File: config.mk
export PLATFORM = sky130hd
export DESIGN_NAME = xfer_count_bus_ctrl
export DESIGN_NICKNAME = d
export VERILOG_FILES = /design/src/hdl/xfer_ctrl_pkg.sv /design/src/hdl/xfer_down_counter.sv /design/src/hdl/xfer_count_bus_ctrl.sv
export SDC_FILE = /design/constraint.sdc
export NUM_CORES = 1
export LEC_CHECK = 0
export BUFFER_PORTS_ARGS = -buffer_cell sky130_fd_sc_hd__buf_2
export CORE_ASPECT_RATIO = 0.8
export CORE_MARGIN = 1.5
export CORE_UTILIZATION = 48
export CTS_BUF_LIST = sky130_fd_sc_hd__clkbuf_8
export CTS_CLUSTER_SIZE = 40
export DETAILED_ROUTE_END_ITERATION = 10
export PLACE_DENSITY = 0.79
export SYNTH_ARGS = -nofsm -noshare
export SYNTH_HDL_FRONTEND = slang
export SYNTH_SLANG_ARGS = --single-unit
File: constraint.sdc
create_clock -name CLK_IN -period 2.3 [get_ports CLK_IN]
set_input_delay 0.23 -clock CLK_IN [delete_from_list [all_inputs] [get_ports CLK_IN]]
set_output_delay 0.23 -clock CLK_IN [all_outputs]
set_load 0.1 [all_outputs]
File: src/hdl/xfer_ctrl_pkg.sv
package xfer_ctrl_pkg;
    // ************************************************
    // register map (external data space)
    // ************************************************
    localparam logic [15:0] ADDR_COUNT_BYTE0   = 16'hf0d6;
    localparam logic [15:0] ADDR_COUNT_BYTE1   = 16'hf0d7;
    localparam logic [15:0] ADDR_COUNT_BYTE2   = 16'hf0d8;
    localparam logic [15:0] ADDR_COUNT_BYTE3   = 16'hf0d9;
    localparam logic [15:0] ADDR_CMD_LEN_CTRL  = 16'hf0da;
    // ************************************************
    // command length / bus control fields
    // ************************************************
    localparam int          CLC_LEN_LSB        = 0;
    localparam int          CLC_LEN_W          = 5;
    localparam int          CLC_DISABLE_BIT    = 5;
    localparam int          CLC_ABORT_BIT      = 6;
    localparam int          CLC_RSV_BIT        = 7;
    localparam logic [7:0]  COUNT_BYTE_RESET   = 8'h00;
    localparam logic [4:0]  CMD_LEN_RESET      = 5'h00;
    localparam logic        BUS_DISABLE_RESET  = 1'b1;
    localparam logic        ABORT_RESET        = 1'b0;
    // ************************************************
    // counters and staging
    // ************************************************
    localparam int          COUNT_W            = 32;
    localparam int          SECTOR_W           = 9;
    localparam int          SECTOR_LSB         = 9;
    localparam int          STAGING_BYTES      = 16;
    localparam logic [4:0]  ATA_FIRST_STAGE    = 5'h01;
    localparam logic [4:0]  ATA_LAST_STAGE     = 5'h07;
    localparam logic [4:0]  TRANS_IDLE         = 5'h00;
endpackage

File: src/hdl/xfer_down_counter.sv
module xfer_down_counter
    import xfer_ctrl_pkg::*;
#(
    parameter int WIDTH = COUNT_W
)
(
    input  wire logic             clk_in,      // clock
    input  wire logic             rst_n_in,    // async reset
    input  wire logic             load_in,     // load pulse
    input  wire logic [WIDTH-1:0] load_val_in, // load value
    input  wire logic             dec_in,      // one byte moved
    output logic [WIDTH-1:0]      count_out    // current count
);
    if (WIDTH < 1)
    begin : g_width_check
        $error("counter width must be positive");
    end

    typedef struct packed {
        logic [WIDTH-1:0] count;
    } cnt_state_t;

    cnt_state_t s_r;
    cnt_state_t s_nxt;

    always_comb
    begin
        s_nxt = s_r;
        if (load_in)
            s_nxt.count = load_val_in;
        else if (dec_in && (s_r.count != '0))
            s_nxt.count = s_r.count - WIDTH'(1);
    end

    always_ff @(posedge clk_in or negedge rst_n_in)
    begin
        if (!rst_n_in)
            s_r <= '0;
        else
            s_r <= s_nxt;
    end

    assign count_out = s_r.count;
endmodule

File: src/hdl/xfer_count_bus_ctrl.sv
// Overview of operation
// - byte at f0d8 holds count bits 23:16, read/write, resets to zero
// - byte at f0d9 holds count bits 31:24, read/write, resets to zero
// - packet length field used only for ATAPI drive in full-auto mode
// - ATAPI full-auto sends length-many staging bytes as command packet
// - ATA full-auto uses staging bytes one to seven, ignores length
// - bus-disable tri-states all drive outputs except reset during hard reset; resets to one
// - bus-disable touches only drivers, never the state machine
// - hard reset drives drive reset low despite bus-disable
// - abort bit 6 resets zero, acts only in semi/full-auto transfers
// - writing abort one returns transaction state machine to idle
// - count byte write loads both USB and drive counter sets
// - count reads pick USB or drive set by select bit
// - each set decrements as data moves, reaching zero at end
// - ATA PIO sector countdown starts from count bits 17:9
module xfer_count_bus_ctrl
    import xfer_ctrl_pkg::*;
(
    input  wire logic        CLK_IN,                 // 125 MHz clock
    input  wire logic        RST_N_IN,               // async reset, active low
    input  wire logic [15:0] ADDR_IN,                // external data address
    input  wire logic        WR_IN,                  // write strobe
    input  wire logic        RD_IN,                  // read strobe
    input  wire logic [7:0]  WDATA_IN,               // write data
    output logic [7:0]       RDATA_OUT,              // read data
    input  wire logic        FULL_AUTO_EN_IN,        // full-auto enable
    input  wire logic        SEMI_AUTO_EN_IN,        // semi-auto enable
    input  wire logic        ATAPI_DRIVE_IN,         // 1 atapi, 0 ata
    input  wire logic        PIO_MODE_IN,            // ata pio transfer
    input  wire logic        COUNT_SET_READ_SELECT_IN, // 1 drive set, 0 usb set
    input  wire logic        DRIVE_HARD_RESET_CTRL_IN, // hard reset control
    input  wire logic        USB_BYTE_DONE_IN,       // byte across usb
    input  wire logic        DRIVE_BYTE_DONE_IN,     // byte across drive bus
    input  wire logic        SECTOR_DONE_IN,         // one sector moved
    input  wire logic [4:0]  TRANS_STATE_IN,         // transaction state
    input  wire logic [15:0] DRIVE_BUS_OUT_IN,       // drive-side outputs from engine
    input  wire logic [15:0] DRIVE_BUS_OE_IN,        // drive-side enables from engine
    output logic [15:0]      DRIVE_BUS_OUT,          // drive-side pin values
    output logic [15:0]      DRIVE_BUS_OE_OUT,       // drive-side pin enables
    output logic             DRIVE_RESET_OUT,        // drive reset pin value
    output logic             DRIVE_RESET_OE_OUT,     // drive reset pin enable
    output logic             TRANSFER_ABORT_OUT,     // force transaction idle
    output logic [4:0]       COMMAND_PACKET_LENGTH_OUT, // packet bytes to send
    output logic [4:0]       STAGE_FIRST_OUT,        // first staging byte used
    output logic [4:0]       STAGE_LAST_OUT,         // last staging byte used
    output logic             STAGE_USE_VALID_OUT,    // staging range valid
    output logic [31:0]      USB_COUNT_OUT,          // usb counter set
    output logic [31:0]      DRIVE_COUNT_OUT,        // drive counter set
    output logic [8:0]       SECTOR_COUNTDOWN_OUT    // sector countdown
);
    // ************************************************
    // state
    // ************************************************
    typedef struct packed {
        logic [4:0]          cmd_len;
        logic                bus_disable;
        logic                abort;
        logic [SECTOR_W-1:0] sectors;
        logic [7:0]          rdata;
    } ctrl_state_t;

    ctrl_state_t s_r;
    ctrl_state_t s_nxt;

    logic                 count_load;
    logic [COUNT_W-1:0]   load_val;
    logic [COUNT_W-1:0]   usb_count;
    logic [COUNT_W-1:0]   drv_count;
    logic [COUNT_W-1:0]   read_set;
    logic                 auto_xfer;

    // ************************************************
    // elaboration checks
    // ************************************************
    // the length field must be able to name every staging byte
    if ((2 ** CLC_LEN_W) < STAGING_BYTES)
    begin : g_len_check
        $error("packet length field too narrow for staging bytes");
    end
    // the sector seed must lie inside the count
    if ((SECTOR_LSB + SECTOR_W) > COUNT_W)
    begin : g_sector_check
        $error("sector seed outside transfer count");
    end
    // the length field must stay below the bus-disable bit
    if ((CLC_LEN_LSB + CLC_LEN_W) > CLC_DISABLE_BIT)
    begin : g_field_check
        $error("length field overlaps bus-disable bit");
    end
    // the count must split into the four mapped bytes
    if (COUNT_W != 4 * 8)
    begin : g_count_check
        $error("transfer count must be four bytes wide");
    end

    // ************************************************
    // count byte write
    // ************************************************
    always_comb
    begin
        count_load = WR_IN && (ADDR_IN >= ADDR_COUNT_BYTE0) && (ADDR_IN <= ADDR_COUNT_BYTE3);
        // unwritten bytes keep the drive set value
        load_val   = drv_count;
        unique case (ADDR_IN)
            ADDR_COUNT_BYTE0: load_val[7:0]   = WDATA_IN;
            ADDR_COUNT_BYTE1: load_val[15:8]  = WDATA_IN;
            ADDR_COUNT_BYTE2: load_val[23:16] = WDATA_IN;
            ADDR_COUNT_BYTE3: load_val[31:24] = WDATA_IN;
            default:          load_val        = drv_count;
        endcase
    end

    xfer_down_counter #(.WIDTH(COUNT_W)) usb_cnt
    (
        .clk_in      (CLK_IN),
        .rst_n_in    (RST_N_IN),
        .load_in     (count_load),
        .load_val_in (load_val),
        .dec_in      (USB_BYTE_DONE_IN),
        .count_out   (usb_count)
    );

    xfer_down_counter #(.WIDTH(COUNT_W)) drv_cnt
    (
        .clk_in      (CLK_IN),
        .rst_n_in    (RST_N_IN),
        .load_in     (count_load),
        .load_val_in (load_val),
        .dec_in      (DRIVE_BYTE_DONE_IN),
        .count_out   (drv_count)
    );

    // ************************************************
    // register next state
    // ************************************************
    always_comb
    begin
        s_nxt     = s_r;
        auto_xfer = FULL_AUTO_EN_IN || SEMI_AUTO_EN_IN;
        read_set  = COUNT_SET_READ_SELECT_IN ? drv_count : usb_count;
        if (WR_IN && (ADDR_IN == ADDR_CMD_LEN_CTRL))
        begin
            s_nxt.cmd_len     = WDATA_IN[CLC_LEN_LSB +: CLC_LEN_W];
            s_nxt.bus_disable = WDATA_IN[CLC_DISABLE_BIT];
            s_nxt.abort       = WDATA_IN[CLC_ABORT_BIT];
        end
        if (count_load && PIO_MODE_IN)
            s_nxt.sectors = load_val[SECTOR_LSB +: SECTOR_W];
        else if (SECTOR_DONE_IN && (s_r.sectors != '0))
            s_nxt.sectors = s_r.sectors - 9'h001;
        s_nxt.rdata = 8'h00;
        if (RD_IN)
        begin
            unique case (ADDR_IN)
                ADDR_COUNT_BYTE0:   s_nxt.rdata = read_set[7:0];
                ADDR_COUNT_BYTE1:   s_nxt.rdata = read_set[15:8];
                ADDR_COUNT_BYTE2:   s_nxt.rdata = read_set[23:16];
                ADDR_COUNT_BYTE3:   s_nxt.rdata = read_set[31:24];
                ADDR_CMD_LEN_CTRL:
                begin
                    s_nxt.rdata[CLC_LEN_LSB +: CLC_LEN_W] = s_r.cmd_len;
                    s_nxt.rdata[CLC_DISABLE_BIT]          = s_r.bus_disable;
                    s_nxt.rdata[CLC_ABORT_BIT]            = s_r.abort;
                end
                default:            s_nxt.rdata = 8'h00;
            endcase
        end
    end

    always_ff @(posedge CLK_IN or negedge RST_N_IN)
    begin
        if (!RST_N_IN)
        begin
            s_r.cmd_len     <= CMD_LEN_RESET;
            s_r.bus_disable <= BUS_DISABLE_RESET;
            s_r.abort       <= ABORT_RESET;
            s_r.sectors     <= '0;
            s_r.rdata       <= 8'h00;
        end
        else
            s_r <= s_nxt;
    end

    // ************************************************
    // outputs
    // ************************************************
    assign RDATA_OUT       = s_r.rdata;
    assign USB_COUNT_OUT   = usb_count;
    assign DRIVE_COUNT_OUT = drv_count;
    assign SECTOR_COUNTDOWN_OUT = s_r.sectors;

    // abort to idle
    // a level, held until firmware clears it
    assign TRANSFER_ABORT_OUT = s_r.abort && auto_xfer;

    assign COMMAND_PACKET_LENGTH_OUT = (FULL_AUTO_EN_IN && ATAPI_DRIVE_IN) ? s_r.cmd_len : 5'h00;

    // atapi command packet or ata command block range
    // zero length wraps the last index; the valid flag masks it
    assign STAGE_FIRST_OUT     = ATAPI_DRIVE_IN ? 5'h00 : ATA_FIRST_STAGE;
    assign STAGE_LAST_OUT      = ATAPI_DRIVE_IN ? (s_r.cmd_len - 5'h01) : ATA_LAST_STAGE;
    assign STAGE_USE_VALID_OUT = FULL_AUTO_EN_IN && (!ATAPI_DRIVE_IN || (s_r.cmd_len != 5'h00));

    assign DRIVE_BUS_OUT    = DRIVE_BUS_OUT_IN;
    assign DRIVE_BUS_OE_OUT = s_r.bus_disable ? 16'h0000 : DRIVE_BUS_OE_IN;

    assign DRIVE_RESET_OUT    = !DRIVE_HARD_RESET_CTRL_IN;
    assign DRIVE_RESET_OE_OUT = DRIVE_HARD_RESET_CTRL_IN || !s_r.bus_disable;
endmodule

=== Yosys cells after proc, flatten, opt, wreduce, memory -nomap -nowiden ===
Index checks and enable logic that the tools add are counted.

* Flip-flop bits (word level): 88
* Input port bits: 74
* Output and inout port bits: 132
* Logic and storage cells: 59

* $add $sub $neg: 4
* Order comparisons: 2
* Eq/ne operators: 5
* Muxes and demuxes: 18
* Reductions and logical operators: 23

{| class="wikitable"
|+ Operator list
! cell !! count
|-
| 2-to-1 mux 32 bit || 5
|-
| == test 16 bit, second input constant || 5
|-
| nonzero test 32 bit || 2
|-
| subtractor 32 x 1 -> 32 bit, second input constant || 2
|-
| 2-to-1 mux 8 bit || 5
|-
| one-hot mux 7 bit (5 select lines) || 1
|-
| 2-to-1 mux 9 bit || 2
|-
| >= comparator 16 bit, second input constant || 1
|-
| <= comparator 16 bit, second input constant || 1
|-
| 2-to-1 mux 16 bit || 1
|-
| logical AND 1 bit || 10
|-
| 2-to-1 mux 5 bit || 2
|-
| nonzero test 9 bit || 1
|-
| subtractor 9 x 1 -> 9 bit, second input constant || 1
|-
| nonzero test 2 bit || 3
|-
| nonzero test 5 bit || 1
|-
| subtractor 5 x 1 -> 5 bit, second input constant || 1
|-
| one-hot mux 1 bit (4 select lines) || 1
|-
| zero test 1 bit || 3
|-
| logical OR 1 bit || 3
|-
| 2-to-1 mux 1 bit || 1
|}

=== Longest topological paths before layout ===
* Depth in word-level cells: 5
* Gate-level depth with buffers: 9

=== Hierarchy ===
Synthesis repeated with hierarchy kept, for this count alone.

* Cells, all modules: 767
* Area total of the unflattened synthesis: 6,884.1 um2

{| class="wikitable"
|+ By module, submodules not included
! module !! instances !! cells each !! area an instance (um2)
|-
| xfer_down_counter || 2 || 237 || 2,064.5
|-
| xfer_count_bus_ctrl || 1 || 293 || 2,755.1
|}

=== Worst setup path before layout ===
OpenSTA, ideal clock, no wires.

* Path type: reg-to-reg
* From: reg drv_cnt.s_r, in the netlist drv_cnt.count_out[21]
* To: reg drv_cnt.s_r, in the netlist drv_cnt.count_out[31]
* Library setup time: 82 ps
* Data arrival time: 2,885 ps
* Data required time: 2,218 ps
* Slack: -668 ps
* Cell stages (with the launch flop): 7
* Clock period less this slack: 2,968 ps
* Cell sequence: dfrtp_1 > or4_4 > or3_1 > buf_2 > or3_1 > or4_1 > a31oi_1

* Cells in the longest elaborated chain, start to end: 3

{| class="wikitable"
|+ Ends and longest elaborated chain
! what !! line !! source
|-
| start, declared || xfer_down_counter.sv:23 || <nowiki>cnt_state_t s_r;</nowiki>
|-
| start signal, assigned || xfer_down_counter.sv:40 || <nowiki>s_r <= s_nxt;</nowiki>
|-
| subtractor 32 x 1 -> 32 bit or nonzero test 32 bit (tied branches) || xfer_down_counter.sv:32, xfer_down_counter.sv:31 ||
|-
| 2-to-1 mux 32 bit or logical AND 1 bit (tied branches) || xfer_down_counter.sv:31 || <nowiki>else if (dec_in && (s_r.count != '0))</nowiki>
|-
| 2-to-1 mux 32 bit or nonzero test 2 bit (tied branches) || - ||
|}

Several ways; a longest one is shown, not always the timed one. The select of a mux whose other input is x is not followed.
A chain may end at the register's enable or synchronous reset.

=== Worst setup path after layout ===
* From: reg drv_cnt.s_r, in the netlist drv_cnt.count_out[28]
* To: reg drv_cnt.s_r, in the netlist drv_cnt.count_out[29]

The elaborated chain is that of the path after synthesis.

==> results.rst <==
.. list-table::
   :header-rows: 1

   * - Metric
     - Value
   * - Power per unit of standard cell area
     - 1600 mW/mm^2
   * - Transition time at the pin with the least slew margin
     - ~0.84 ns
   * - Standard cell core area
     - ~0.013 sq mm
   * - Detail-routed net length per standard cell
     - 21.7 microns
   * - Vias after detailed routing
     - between 7000 and 8000
   * - Antenna diode count
     - 0
   * - Max_slew headroom
     - between 40% and 50%
   * - Post-synth EDFFs
     - 0
   * - Setup violations, final
     - 18
   * - Number of nets in the layout
     - 1020
   * - Longest Clk Path Bufs
     - 2
   * - Most used flip-flop cell after synthesis
     - sky130_fd_sc_hd__dfrtp_1
   * - Number of global-route vias before repair
     - approximately 6700
   * - Yosys top cell area share
     - 33.3%
   * - HPWL after detailed placement
     - around 18000 microns
   * - DRC viols
     - 0
   * - Global-route usage over all layers
     - about a third
   * - Overflow left after global routing
     - 0
   * - Layout area overhead
     - 31.2%
   * - Maximum clock skew at final layout
     - about 0.021 ns
   * - Pin count of the biggest net entering global routing
     - 53
   * - Max VDD drop
     - between 1 and 1.5 mV
   * - Most frequent standard cell in the layout excluding fill and tap cells
     - sky130_fd_sc_hd__buf_2
   * - End point of the critical path
     - drv_cnt.count_out[29]$_DFFE_PN0P_
   * - Average footprint of a synthesized cell
     - 8.99 sq um
   * - Final total power
     - 0.0137 W
   * - Crit share post-route
     - 104%
   * - Highest metal layer with signal wires
     - met4
   * - Hold WC Path Type
     - input pin to flop
   * - Final routed wirelength across all metal layers
     - between 20000 and 25000 microns
   * - Setup TNS
     - -1.21 ns
   * - Synth Instances
     - 727
   * - Final worst-path setup slack
     - -0.0945 ns
   * - Effective utilization at floorplan
     - roughly 50%
   * - Parity-gate share of the synthesized area counting xor and xnor cells
     - 2.55%
   * - Ranking of synthesized cells by area
     - sky130_fd_sc_hd__dfrtp_1 (33%), sky130_fd_sc_hd__mux2_2 (6.5%), sky130_fd_sc_hd__buf_4 (4.4%), sky130_fd_sc_hd__a31oi_1 (4.1%), sky130_fd_sc_hd__a211oi_1 (3.7%)
   * - Flip-flop and latch count after synthesis
     - 88
   * - Final Hold Fails
     - 0
   * - Status
     - complete, but fails checks
   * - Count of buffers from port buffering
     - about 160
   * - Logic depth of the worst register-to-register path
     - 8
   * - Fraction of layout instances using a drive strength above 1
     - between 40 and 50%
   * - Total routed wire length on the met1 layer
     - 9470 microns
   * - Post-synthesis compound-gate area fraction
     - 20.3%
   * - Worst path required time
     - 2.58 ns
   * - Final critical delay including setup and external delays
     - around 2.4 ns
   * - Reg2reg start
     - drv_cnt.count_out[28]$_DFFE_PN0P_
   * - Worst Path Class, Setup
     - flop to flop
   * - Share of cell area taken by muxes after synthesis
     - a little under a tenth
   * - Sequential share of the synthesized area
     - between 30% and 40%
   * - Count of max-cap constraint violations
     - 0
   * - Dominant combinational cell family by area after synthesis
     - simple AND/OR/NAND/NOR gates
   * - Final antenna-violating net count
     - 0
   * - Number of buffers created by CTS
     - 9
   * - Detail Route met2 WL
     - 10600 microns
   * - Worst Setup End Kind
     - flop
   * - Core occupancy in the finished layout
     - between 60% and 70%
   * - Insertion delay of the later-clocked pin in the worst-skew pair
     - 0.39 ns
   * - Crit path launch
     - drv_cnt.count_out[28]$_DFFE_PN0P_
   * - Final max-slew violation count
     - 0
   * - Antenna violations before repair
     - 0
   * - Die boundary width
     - 133 microns
   * - Multi-input logic area
     - 0.00403 sq mm
   * - Simple-gate share of the synthesized area
     - 25.1%
   * - Pre-Repair DR Iteration Count
     - 6
   * - Combined area of all synthesized cells
     - 0.00653 sq mm
   * - CTS clock-pin slew for the worst setup and hold paths
     - roughly 0.09 ns
   * - Violations in the final reports
     - setup timing
   * - Die Span Y
     - approximately 110 microns
   * - I/O pins
     - 206
   * - Fill cell instance count of the final layout
     - about 1100
   * - Worst hold margin
     - 0.106 ns
   * - Async S/R FF share, synth
     - 100%
   * - Placer's final routability congestion estimate
     - 1.01
   * - Total met3 wirelength after detailed routing
     - roughly 3200 microns
   * - Worst r2r dst
     - drv_cnt.count_out[29]$_DFFE_PN0P_
   * - Global-route wire length before repair
     - 37100 microns
   * - Leakage Power
     - 3.75 nW
   * - Full die area
     - 0.0143 sq mm
   * - Highest fanout seen on the critical path
     - 6
   * - Clock tree from TritonCTS
     - done
   * - Arr. time, crit path
     - 2.68 ns
   * - Number of vias per cell
     - 6.46
   * - Core Rows
     - 37
   * - Startpoint type of the worst setup path
     - flop
   * - Yosys top cell by area
     - sky130_fd_sc_hd__dfrtp_1
   * - Root buffer cell
     - sky130_fd_sc_hd__clkbuf_8
   * - YS warnings
     - 0
   * - Clock H-tree levels
     - 3
   * - Post-synthesis adder-cell area fraction
     - under 10%
   * - Most frequent cells in the layout
     - sky130_fd_sc_hd__buf_2 (163), sky130_fd_sc_hd__buf_4 (103), sky130_fd_sc_hd__dfrtp_2 (55)
   * - Unrepaired setup endpoints after global routing
     - true
   * - Synth unique cells
     - 66
   * - DRC violation total after the first TritonRoute iteration
     - 911
   * - Slack of the worst reg-to-reg path
     - -0.09 ns
   * - Storage element area
     - 0.00229 sq mm
   * - Max Clk Rate
     - 418 MHz
   * - Clock Sink Count
     - 88
-- layer usage --
layer  vias up  track usage, %
li1       3194               -
met5         -               0
met3        95            8.71
met4         0            12.3
met1      3436            44.4
met2       504            53.4
-- logic make-up after synthesis --
logic type	count (synthesis)
AOI/OAI and AO/OA	189
xor gates and xnor gates	19
adders and majority gates	7
buffers and inverters	94
DFF	88
muxes	56
other	1
and+or+nand+nor	273
-- power breakdown --
part           total, W  internal, W  switching [W]  leakage [nW]
clock network   0.00123     0.000614       0.000612         0.107
logic           0.00946      0.00254        0.00692          2.59
registers       0.00305      0.00221       0.000839          1.05
total            0.0137      0.00537        0.00837          3.75
-- metrics by stage --
stage | cell area (sq um) | std cells | setup WS [ns]
floorplan | 6750 | 730 | -0.413
global placement | 8160 | 1094 | -0.0323
detailed placement | 8160 | 1094 | -0.105
CTS | 8400 | 1112 | -0.0627
global route | 8570 | 1119 | -0.182
finish | 8570 | 1119 | -0.0945
-- state kept, by name, indices dropped and copies added, names as in the netlist --
signal                flops
RDATA_OUT                 8
drv_cnt.count_out        32
SECTOR_COUNTDOWN_OUT      9
s_r                       7
usb_cnt.count_out        32
-- synthesized netlist by cell type (all sizes together), types with 3 or more instances --
library cell  count
dfrtp            87
a31oi            43
buf              41
clkbuf           38
mux2             38
nand2            38
nor2b            35
a211oi           32
or4              26
nor2             25
nor3             24
o31ai            24
or3              23
o21ai            21
a21oi            20
nor4             20
mux2i            18
xnor2            16
inv              15
a22oi            13
nand3            13
or2              10
and2              9
and3              9
and4              9
ha                7
nand4             7
o31a              6
nor4b             5
nand4b            4
nand4bb           4
a222oi            3
a311oi            3
a31o              3
nand2b            3
o41ai             3
xor2              3
-- cell type report --
class / instances / share of cell area, %
clock inverter: 7 / 1.12
timing repair buffer: 277 / 20.4
inverter: 15 / 0.657
sequential: 88 / 26.8
clock buffer: 9 / 1.45
multi-input combinational: 548 / 47.0
tap: 175 / 2.55
-- critical path, cell delays in order (launching register included) --
cell and delay [ns]:
sky130_fd_sc_hd__dfrtp_2 0.41, sky130_fd_sc_hd__or4_4 0.54, sky130_fd_sc_hd__or3_4 0.40, sky130_fd_sc_hd__buf_6 0.15
sky130_fd_sc_hd__o31ai_4 0.26, sky130_fd_sc_hd__buf_6 0.17, sky130_fd_sc_hd__buf_8 0.12, sky130_fd_sc_hd__o31ai_1 0.07
sky130_fd_sc_hd__a31oi_1 0.18
-- worst min-delay path by stage --
stage | cells after the start | slack (ns) | to | from
final | 3 | 0.11 | RDATA_OUT[7]$_DFF_PN0_ | RD_IN
after global routing | 3 | 0.11 | RDATA_OUT[7]$_DFF_PN0_ | RD_IN
after CTS | 3 | 0.1 | RDATA_OUT[7]$_DFF_PN0_ | RD_IN
after detailed placement | 1 | 0.24 | s_r[22]$_DFFE_PN0P_ | RST_N_IN
after global placement | 1 | 0.23 | s_r[22]$_DFFE_PN0P_ | RST_N_IN
after floorplan | 0 | -0.07 | RDATA_OUT[0]$_DFF_PN0_ | RST_N_IN
-- repair_timing --
item / in CTS / in global routing
cloned: 0 / 2
pin swaps: 1 / 11
setup endpoints to repair: 17 / 54
hold endpoints to repair: 35 / 0
gates resized for setup: 3 / 24
hold buffers: 1 / 0
buffers inserted: 1 / 5
(Power assumes the default switching activity.)
